$ cat src/pkg/tci_defs.vh
`ifndef TCI_DEFS_VH
`define TCI_DEFS_VH

// clock rate and the timing figures, in their own units
`define TCI_CLK_KHZ 10000
`define TCI_FILT_TIME_US 1000
`define TCI_DISC_TIME_MS 200
// cycle counts derived from the figures above
`define TCI_FILT_CYC (`TCI_FILT_TIME_US * `TCI_CLK_KHZ / 1000)
`define TCI_DISC_CYC (`TCI_DISC_TIME_MS * `TCI_CLK_KHZ)

// register byte offsets
`define TCI_ADDR_CTRL 4'h0
`define TCI_ADDR_CFG 4'h4
`define TCI_ADDR_STAT 4'h8

// control register, write-one pulses
`define TCI_CTRL_START 0
`define TCI_CTRL_STOP 1
`define TCI_CTRL_RESET 2

// config register: indication mode field
`define TCI_CFG_MODE_LSB 0
`define TCI_CFG_MODE_RST 2'h1
`define TCI_MODE_FAULT 2'h0
`define TCI_MODE_MIXED 2'h1
`define TCI_MODE_WARN 2'h2
`define TCI_MODE_NONE 2'h3

// status register bit positions
`define TCI_ST_CH_A 0
`define TCI_ST_CH_B 1
`define TCI_ST_CUT 2
`define TCI_ST_SINGLE 3
`define TCI_ST_CUTFLT 4
`define TCI_ST_WARN 5
`define TCI_ST_RUN 6
`define TCI_ST_START_OK 7

// bus responses
`define TCI_RESP_OKAY 2'h0
`define TCI_RESP_SLVERR 2'h2

`endif

$ cat src/logic/tci_interlock.v
// What this block does
// - each channel ignores pulses and dropouts of up to 1 ms.
// - a de-energized channel requests torque cutoff, energized permits running.
// - when the inputs de-energize the gate-drive enable is withdrawn.
// - a mode setting picks the indication, also by run or stop state at the event.
// - the mode setting has no effect on the cutoff path itself.
// - a running drive stops when either channel or both are removed.
// - start is blocked until both channels are energized and all faults are reset.
// - loss of exactly one channel for more than 200 ms raises a fault whatever the mode.
// - after restoration a reset is needed or not depending on the mode setting.
// - restoring the channels never restarts the drive; a fresh start is needed.
//
// The register offsets and the AXI4-Lite interface to the registers were decided locally.
`include "tci_defs.vh"

module tci_interlock #(
    parameter [23:0] FILT_CYC = `TCI_FILT_CYC,
    parameter [23:0] DISC_CYC = `TCI_DISC_CYC
) (
    input wire clk_sys,
    input wire rstn,
    // safety input pins, asynchronous to clk_sys
    input wire cutoff_channel_a,
    input wire cutoff_channel_b,
    // register bus, axi4-lite
    input wire [3:0] s_axi_awaddr,
    input wire s_axi_awvalid,
    output wire s_axi_awready,
    input wire [31:0] s_axi_wdata,
    input wire [3:0] s_axi_wstrb,
    input wire s_axi_wvalid,
    output wire s_axi_wready,
    output wire [1:0] s_axi_bresp,
    output wire s_axi_bvalid,
    input wire s_axi_bready,
    input wire [3:0] s_axi_araddr,
    input wire s_axi_arvalid,
    output wire s_axi_arready,
    output wire [31:0] s_axi_rdata,
    output wire [1:0] s_axi_rresp,
    output wire s_axi_rvalid,
    input wire s_axi_rready,
    // drive enable and status levels
    output wire gate_drive_en,
    output wire ch_a_ok,
    output wire ch_b_ok,
    output wire single_fault,
    output wire cutoff_active,
    output wire fault_ind,
    output wire warn_ind,
    output wire drive_running
);

    // run/stop states, one-hot
    localparam [1:0] ST_STOP = 2'b01;
    localparam [1:0] ST_RUN = 2'b10;

    // true for the three mapped offsets
    function addr_ok;
        input [3:0] a;
        begin
            addr_ok = (a == `TCI_ADDR_CTRL) || (a == `TCI_ADDR_CFG) ||
                (a == `TCI_ADDR_STAT);
        end
    endfunction

    // indication kind for a cutoff event: bit 1 fault, bit 0 warning
    // mode 3 gives no event indication, only single_q can still fault; the cutoff itself still acts
    function [1:0] ind_kind;
        input [1:0] mode;
        input running;
        begin
            case (mode)
                `TCI_MODE_FAULT: ind_kind = 2'h2;
                `TCI_MODE_MIXED: ind_kind = running ? 2'h2 : 2'h1;
                `TCI_MODE_WARN: ind_kind = 2'h1;
                default: ind_kind = 2'h0;
            endcase
        end
    endfunction

    // input path: synchronizer, glitch filter, skew timer
    reg [1:0] sync1_q;
    reg [1:0] sync2_q;
    reg [1:0] filt_q;
    reg [23:0] fcnt_q [0:1];
    reg [23:0] dcnt_q;
    reg single_q;

    // indication latches, run state and mode
    reg cut_prev_q;
    reg cutflt_q;
    reg warn_q;
    reg [1:0] state_q;
    reg [1:0] mode_q;

    // bus side: held halves of a write, answers
    reg aw_held_q;
    reg [3:0] aw_addr_q;
    reg w_held_q;
    reg [31:0] w_data_q;
    reg [3:0] w_strb_q;
    reg bvalid_q;
    reg [1:0] bresp_q;
    reg rvalid_q;
    reg [31:0] rdata_q;
    reg [1:0] rresp_q;
    // loop index of the per-channel filter
    integer i;

    // cutoff decode and one-cycle command pulses
    wire cut;
    wire cut_event;
    wire [1:0] kind;
    wire do_wr;
    wire ctrl_wr;
    wire cmd_start;
    wire cmd_stop;
    wire cmd_reset;
    wire start_ok;
    wire [7:0] status;

    // two flops per channel; only the second stage is read
    // pins are asynchronous, so nothing else may look at sync1_q
    // reset holds both stages de-energized, never a false run level
    always @(posedge clk_sys) begin
        if (!rstn) begin
            sync1_q <= 2'h0;
            sync2_q <= 2'h0;
        end else begin
            sync1_q <= {cutoff_channel_b, cutoff_channel_a};
            sync2_q <= sync1_q;
        end
    end

    // glitch filter: flips only after more than FILT_CYC differing cycles
    // reset state is de-energized so the drive powers up in cutoff
    // a dropout of exactly FILT_CYC synced cycles leaves filt_q alone
    // limitation: a real cutoff reaches the gate about FILT_CYC+3 cycles late
    always @(posedge clk_sys) begin
        if (!rstn) begin
            filt_q <= 2'h0;
            fcnt_q[0] <= 24'h0;
            fcnt_q[1] <= 24'h0;
        end else begin
            for (i = 0; i < 2; i = i + 1) begin
                if (sync2_q[i] == filt_q[i]) begin
                    fcnt_q[i] <= 24'h0;
                end else if (fcnt_q[i] >= FILT_CYC) begin
                    filt_q[i] <= sync2_q[i];
                    fcnt_q[i] <= 24'h0;
                end else begin
                    fcnt_q[i] <= fcnt_q[i] + 24'h1;
                end
            end
        end
    end

    // either channel low means cutoff; mode is deliberately absent here
    assign cut = ~filt_q[0] | ~filt_q[1];
    // first cycle of a cutoff only
    assign cut_event = cut & ~cut_prev_q;
    // run state at the event picks the kind
    assign kind = ind_kind(mode_q, state_q == ST_RUN);

    // channel mismatch longer than the contact skew window is a wiring fault
    // the counter saturates at DISC_CYC so a long mismatch never wraps
    // the fault stays until a reset arrives with both channels up
    always @(posedge clk_sys) begin
        if (!rstn) begin
            dcnt_q <= 24'h0;
            single_q <= 1'b0;
        end else begin
            if (filt_q[0] == filt_q[1]) begin
                dcnt_q <= 24'h0;
            end else if (dcnt_q < DISC_CYC) begin
                dcnt_q <= dcnt_q + 24'h1;
            end
            if ((filt_q[0] != filt_q[1]) && (dcnt_q >= DISC_CYC)) begin
                single_q <= 1'b1;
            end else if (cmd_reset && !cut) begin
                single_q <= 1'b0;
            end
        end
    end

    // indication latches; set on the cutoff edge wins over a reset
    // the edge detector starts high: reset leaves the channels de-energized,
    // so power-up is not taken as a cutoff event needing a reset
    // warnings clear by themselves once both channels are back
    always @(posedge clk_sys) begin
        if (!rstn) begin
            cut_prev_q <= 1'b1;
            cutflt_q <= 1'b0;
            warn_q <= 1'b0;
        end else begin
            cut_prev_q <= cut;
            if (cut_event && kind[1]) begin
                cutflt_q <= 1'b1;
            end else if (cmd_reset && !cut) begin
                cutflt_q <= 1'b0;
            end
            if (cut_event && kind[0]) begin
                warn_q <= 1'b1;
            end else if (!cut) begin
                warn_q <= 1'b0;
            end
        end
    end

    // start only from stop, with channels up and no fault pending;
    // a start pulse during cutoff is dropped, never remembered
    // faults latched while stopped block start like running ones
    assign start_ok = !cut && !single_q && !cutflt_q;

    // run/stop state machine
    // mode_q is not read here: cutoff acts the same in every mode
    // software stop is honoured in run only
    always @(posedge clk_sys) begin
        if (!rstn) begin
            state_q <= ST_STOP;
        end else begin
            case (state_q)
                ST_STOP: begin
                    if (cmd_start && start_ok) begin
                        state_q <= ST_RUN;
                    end
                end
                ST_RUN: begin
                    if (cut || cmd_stop) begin
                        state_q <= ST_STOP;
                    end
                end
                default: state_q <= ST_STOP;
            endcase
        end
    end

    // gated by cut directly so removal acts without waiting for the fsm
    // the fsm still drops to stop, so restoration alone cannot resume
    assign gate_drive_en = (state_q == ST_RUN) && !cut;

    // status outputs from flops; cutoff_active and fault_ind pass through one OR gate, drive_running through a state_q compare
    assign ch_a_ok = filt_q[0];
    assign ch_b_ok = filt_q[1];
    assign single_fault = single_q;
    assign cutoff_active = cut;
    // one-channel loss longer than DISC_CYC shows as a fault in every mode
    assign fault_ind = cutflt_q | single_q;
    assign warn_ind = warn_q;
    assign drive_running = (state_q == ST_RUN);

    // status word for the bus, bit 7 is the start permission
    assign status = {start_ok, drive_running, warn_q, cutflt_q, single_q, cut,
        filt_q[1], filt_q[0]};

    // write channel: address and data taken in either order
    // each half waits in its holding flop until the other arrives
    assign s_axi_awready = !aw_held_q && !bvalid_q;
    assign s_axi_wready = !w_held_q && !bvalid_q;
    assign do_wr = aw_held_q && w_held_q;
    // command bits act only in the one do_wr cycle, so they never repeat
    // only byte lane 0 is decoded; the upper lanes are ignored
    assign ctrl_wr = do_wr && (aw_addr_q == `TCI_ADDR_CTRL) && w_strb_q[0];
    assign cmd_start = ctrl_wr && w_data_q[`TCI_CTRL_START];
    assign cmd_stop = ctrl_wr && w_data_q[`TCI_CTRL_STOP];
    assign cmd_reset = ctrl_wr && w_data_q[`TCI_CTRL_RESET];

    // write side registers; bvalid holds until bready is seen
    always @(posedge clk_sys) begin
        if (!rstn) begin
            aw_held_q <= 1'b0;
            aw_addr_q <= 4'h0;
            w_held_q <= 1'b0;
            w_data_q <= 32'h0;
            w_strb_q <= 4'h0;
            bvalid_q <= 1'b0;
            bresp_q <= `TCI_RESP_OKAY;
        end else begin
            if (s_axi_awvalid && s_axi_awready) begin
                aw_held_q <= 1'b1;
                aw_addr_q <= s_axi_awaddr;
            end
            if (s_axi_wvalid && s_axi_wready) begin
                w_held_q <= 1'b1;
                w_data_q <= s_axi_wdata;
                w_strb_q <= s_axi_wstrb;
            end
            if (do_wr) begin
                aw_held_q <= 1'b0;
                w_held_q <= 1'b0;
                bvalid_q <= 1'b1;
                bresp_q <= addr_ok(aw_addr_q) ? `TCI_RESP_OKAY : `TCI_RESP_SLVERR;
            end else if (bvalid_q && s_axi_bready) begin
                bvalid_q <= 1'b0;
            end
        end
    end

    // write answer straight from flops
    assign s_axi_bvalid = bvalid_q;
    assign s_axi_bresp = bresp_q;

    // config register, byte lane 0 only, updated with the write answer
    always @(posedge clk_sys) begin
        if (!rstn) begin
            mode_q <= `TCI_CFG_MODE_RST;
        end else if (do_wr && (aw_addr_q == `TCI_ADDR_CFG) && w_strb_q[0]) begin
            mode_q <= w_data_q[`TCI_CFG_MODE_LSB +: 2];
        end
    end

    // read channel: one read in flight, data registered at the handshake
    // ctrl reads back as zero since its bits are pulses
    // unmapped offsets answer slverr with zero data
    assign s_axi_arready = !rvalid_q;

    always @(posedge clk_sys) begin
        if (!rstn) begin
            rvalid_q <= 1'b0;
            rdata_q <= 32'h0;
            rresp_q <= `TCI_RESP_OKAY;
        end else if (s_axi_arvalid && s_axi_arready) begin
            rvalid_q <= 1'b1;
            rresp_q <= addr_ok(s_axi_araddr) ? `TCI_RESP_OKAY : `TCI_RESP_SLVERR;
            case (s_axi_araddr)
                `TCI_ADDR_CFG: rdata_q <= {30'h0, mode_q};
                `TCI_ADDR_STAT: rdata_q <= {24'h0, status};
                default: rdata_q <= 32'h0;
            endcase
        end else if (rvalid_q && s_axi_rready) begin
            rvalid_q <= 1'b0;
        end
    end

    // read answer straight from flops
    assign s_axi_rvalid = rvalid_q;
    assign s_axi_rdata = rdata_q;
    assign s_axi_rresp = rresp_q;

endmodule

$ cat config.mk
export PLATFORM = sky130hd
export DESIGN_NAME = tci_interlock
export DESIGN_NICKNAME = d
export VERILOG_FILES = /design/src/logic/tci_interlock.v
export VERILOG_INCLUDE_DIRS = /design/src /design/src/pkg
export SDC_FILE = /design/constraint.sdc
export NUM_CORES = 1
export LEC_CHECK = 0
export BUFFER_PORTS_ARGS = -buffer_cell sky130_fd_sc_hd__buf_2
export CORE_MARGIN = 2
export CORE_UTILIZATION = 50
export CTS_CLUSTER_SIZE = 24
export DETAILED_ROUTE_END_ITERATION = 8
export PLACE_DENSITY = 0.77
export SYNTH_ARGS = -nofsm -noshare
export SYNTH_HDL_FRONTEND = slang
export SYNTH_SLANG_ARGS = --single-unit
$ cat constraint.sdc
create_clock -name clk_sys -period 4.8 [get_ports clk_sys]
set_clock_uncertainty 0.05 [all_clocks]
set_input_delay 0.72 -clock clk_sys [delete_from_list [all_inputs] [get_ports clk_sys]]
set_output_delay 0.72 -clock clk_sys [all_outputs]
set_load 0.01 [all_outputs]
Word-level counts from Yosys, hierarchy flattened
Memory sizes are Yosys's and may differ from the RTL's.
Index checks and enable logic that the tools add are counted.
- register bits: 86
- memory bits (writable): 48
- input bits: 53
- output and inout bits: 49
- logic and storage cells: 152
- memories: 1
- add/sub/neg operators: 3
- $lt $le $gt $ge: 4
- equal/unequal tests: 15
- mux-type cells: 46
- bitwise logic cells: 15
- reductions and logical operators: 47
- memory list (memory ; words ; bits a word ; read ports ; clocked after memory_dff ; write ports ; line ; text):
    fcnt_q ; 2 ; 24 ; 2 ; 0 ; 2 ; tci_interlock.v:86 ; reg [23:0] fcnt_q [0:1];
- operators with widths (kind ; number):
    2-to-1 mux 24 bit ; 6
    adder 24 x 1 -> 24 bit, second input constant ; 3
    greater-or-equal comparator 24 x 14 -> 1 bit, second input constant ; 2
    2-to-1 mux 1 bit ; 32
    greater-or-equal comparator 24 x 21 -> 1 bit, second input constant ; 1
    < comparator 24 x 21 -> 1 bit, second input constant ; 1
    logical AND 1 bit ; 23
    one-hot mux 8 bit (2 select lines) ; 1
    2-to-1 mux 2 bit ; 5
    == test 4 x 3 -> 1 bit, second input constant ; 2
    == test 4 bit, second input constant ; 2
    logical NOT 4 bit ; 2
    OR 1 bit ; 8
    nonzero test 2 bit ; 4
    logical NOT 1 bit ; 7
    inverter 1 bit ; 6
    one-hot mux 2 bit (3 select lines) ; 1
    AND reduction 2 bit ; 3
    logical OR 1 bit ; 5
    == test 2 x 1 -> 1 bit, second input constant ; 2
    == test 2 bit, second input constant ; 2
    inequality test 2 x 1 -> 1 bit, second input constant ; 2
    one-hot mux 2 bit (2 select lines) ; 1
    OR reduction 2 bit ; 2
    5 further kinds ; 7

Logic depth before layout (Yosys ltp)
- depth after elaboration: 8
- mapped depth: 7
- depth with buffers taken out: 6

Worst setup path after synthesis
No wires, ideal clock.
- path type: reg2reg
- start: mem fcnt_q[0][6]
- end: mem fcnt_q[0][13] (data pin)
- setup time: 0.139 ns
- arrival time: 1.756 ns
- required time: 4.611 ns
- path slack: 2.855 ns
- stages on the path, launching flop included: 7
- buffers on the path: 1
- clock period less this slack: 1.945 ns
- cell sequence: edfxtp_1 > or4_1 > a211o_1 > a21oi_2 > nand3_2 > buf_6 > nor2_1
- RTL lines (element ; line):
    start, declared ; tci_interlock.v:86

==> metrics.cfg <==
[worst_setup_path]
crit_family=simple AND/OR/NAND/NOR gates
worst-path-buf-inv=0
worst_path_max_delay_cell=or4_1
critPathArrivalTime_ns=2.40
worstPathMaxFanout=14
worstSetupPathType=reg2reg
cp_slowest_stage_delay_ns=0.54
endpoint_kind=flop
worstPathRequired_ns=4.96
path_cells=or4_1 -> a211o_1 -> a21oi_2 -> nand3_2 -> nor2_1
start_kind=flop

[global_routing]
grt_start_max_net_pins=44
met1_usage_pct=19.97
grt-ovfl-total=0
grt_pass1_wl_mm=14.55
use_met2_pct=28.86
grt_pass1_vias=3317
grt_util_all_layers_pct=16.51
antenna_found_initial=0
grt.busiest_layer=met2
use_met3_pct=2.958

[place]
port_buffers=43
place.gp.congestion=0.7607
dp_hpwl_mm=6.154

[clock_network]
post_cts_resized=0
insertion_delay_ns=0.37
cts_buffers=9
cts_tree=done
cts_root_buffer=clkbuf_8
cts_sinks=108
cts.clk_slew.worst_paths_ns=0.10
ctsHoldBuffers=0
clk_path_buf_depth=2
postCtsSetupBuffers=0
cts_htree_levels=3

[run]
cap_violations=0

[die]
rows=36
dieHeight_um=103.6
dieArea_um2=10740
fp.dieW_um=103.6
start_util_pct=51.24
ios=102
core-area_um2=9684

[synthesis]
synth_top_cell_by_area=edfxtp_1
synth.avg_cell_area_um2=10.23
synth_cell_types=52
syn_area_um2=4962
synthMuxAreaShare_pct=2.219
synth_seq_cells=108
synth-compound-area-share_pct=9.380
synth_xor_area_share_pct=6.178
ys_seq_area_share_pct=53.25
synthAdderAreaFrac_pct=1.765
synth-simple-area-share_pct=20.05
synth_common_cells=dfxtp_1, nor2_1, edfxtp_1
yosysWarningCount=0
synth_top_family_by_area=simple AND/OR/NAND/NOR gates
synth_top_area_share_pct=29.05
synthTopCellsByArea=edfxtp_1, dfxtp_1, nor2_1, buf_4, xnor2_1
ys.flop_type=dfxtp_1
async_reset_ff_share_pct=0
syn_inst=485
synth-edff-count=48

[worst_hold_path]
hp-class=reg2reg

[timing]
hold_viol=0
period_minus_slack_ns=2.236
slew_headroom_pct=38.44
max_freq_ghz=0.4472
post-route-period-util_pct=46.58
setup_viol=0
setup-tns-final_ns=0
report.final.slew_viol_count=0
worst_pin_slew_ns=0.9199
rsz0062_at_grt=false

[detailed_routing]
dr.pass1.iters=4
viasPerCell=4.834
vias=3485
ant_nets=0
drt_iter0_markers=122
wl_per_cell_um=11.76
wl_mm=8.481
drcViolationCount=0

[layout]
num-fill-cells=835
antenna_cells=0
synthToLayoutAreaGrowth_pct=13.09
fin_util_pct=57.95
drive_gt1_share_pct=11.73
num-nets-final=643

[power]
p_leak_nw=2.291
peakVddDrop_v=0.0001281
cellPowerDensity_nw_per_um2=298.0

[status]
status=complete, no violations

## cell type report
cell class	count	area, um^2	area share [%]
inverter	16	60.06	1.070
sequential	108	2643	47.09
clock buffer	11	152.6	2.720
multi-input combinational	405	2317	41.29
timing repair buffer	43	215.2	3.835
tap	133	166.4	2.965
clock inverter	5	57.56	1.026
## per-stage QoR
step / hold slack [ns] / cells / setup WS [ns] / instance area (um^2) / total power [mW]
6_report: 0.3838 / 721 / 2.564 / 5612 / 1.672
5_1_grt: 0.4204 / 721 / 2.334 / 5612 / 1.743
4_1_cts: 0.3883 / 721 / 2.538 / 5612 / 1.691
3_5_place_dp: 0.3734 / 705 / 2.391 / 5401 / 1.119
3_3_place_gp: 0.3664 / 705 / 2.500 / 5401 / 1.115
2_1_floorplan: 0.3619 / 577 / 2.855 / 5308 / 1.108
## routing by layer
metal	part of all wire, %	vias to the layer above
li1	-	1765
met2	49	61
met3	3.2	13
met1	46	1646
met4	1.8	0
met5	0	-
## report_power, final
part	total [mW]	internal, mW	switching [mW]
logic	0.0865	0.0332	0.0533
registers	1.01	0.992	0.0216
clock network	0.572	0.274	0.298
total	1.67	1.30	0.373
## layout by cell type, fill, tap and decap left out, types with 11 or more instances in the layout
cell type | netlist | routed
dfxtp_1 | 60 | 60
nor2b_1 | 24 | 24
mux2i_1 | 11 | 11
nand3_1 | 25 | 25
nor2_1 | 60 | 60
buf_2 | 2 | 43
nand2_1 | 30 | 30
a21oi_1 | 12 | 12
xor2_1 | 17 | 17
xnor2_1 | 18 | 18
inv_1 | 16 | 16
conb_1 | 2 | 94
edfxtp_1 | 48 | 48
## logic make-up after synthesis
logic type,count (synthesis)
adder cells (fa/ha/maj),7
flip-flops,108
XOR/XNOR,35
buffers and inverters,64
AND/OR/NAND/NOR,198
multiplexers,11
other,2
AO/OA/AOI/OAI,60
## flip-flops by register name, indices dropped and copies added, names as in the netlist
register      cells
w_data_q          3
s_axi_rdata       8
s_axi_rvalid      1
mode_q            2
aw_addr_q         4
s_axi_bresp       1
state_q           2
s_axi_rresp       1
filt_q            2
dcnt_q           24
w_strb_q          1
sync2_q           2
aw_held_q         1
sync1_q           2
cutflt_q          1
s_axi_bvalid      1
cut_prev_q        1
single_fault      1
fcnt_q           48
warn_ind          1
w_held_q          1
## worst paths after layout
path	from	cells after the start	endpoint	slack, ns
worst max-delay path	fcnt_q[0][6]	5	fcnt_q[0][1]	2.56
worst min-delay path	sync1_q[1]	1	sync2_q[1]	0.38
worst max register to register	fcnt_q[0][6]	5	fcnt_q[0][1]	2.56
worst min register to register	sync1_q[1]	1	sync2_q[1]	0.38
Note: power is estimated with default switching activity, not from simulation.
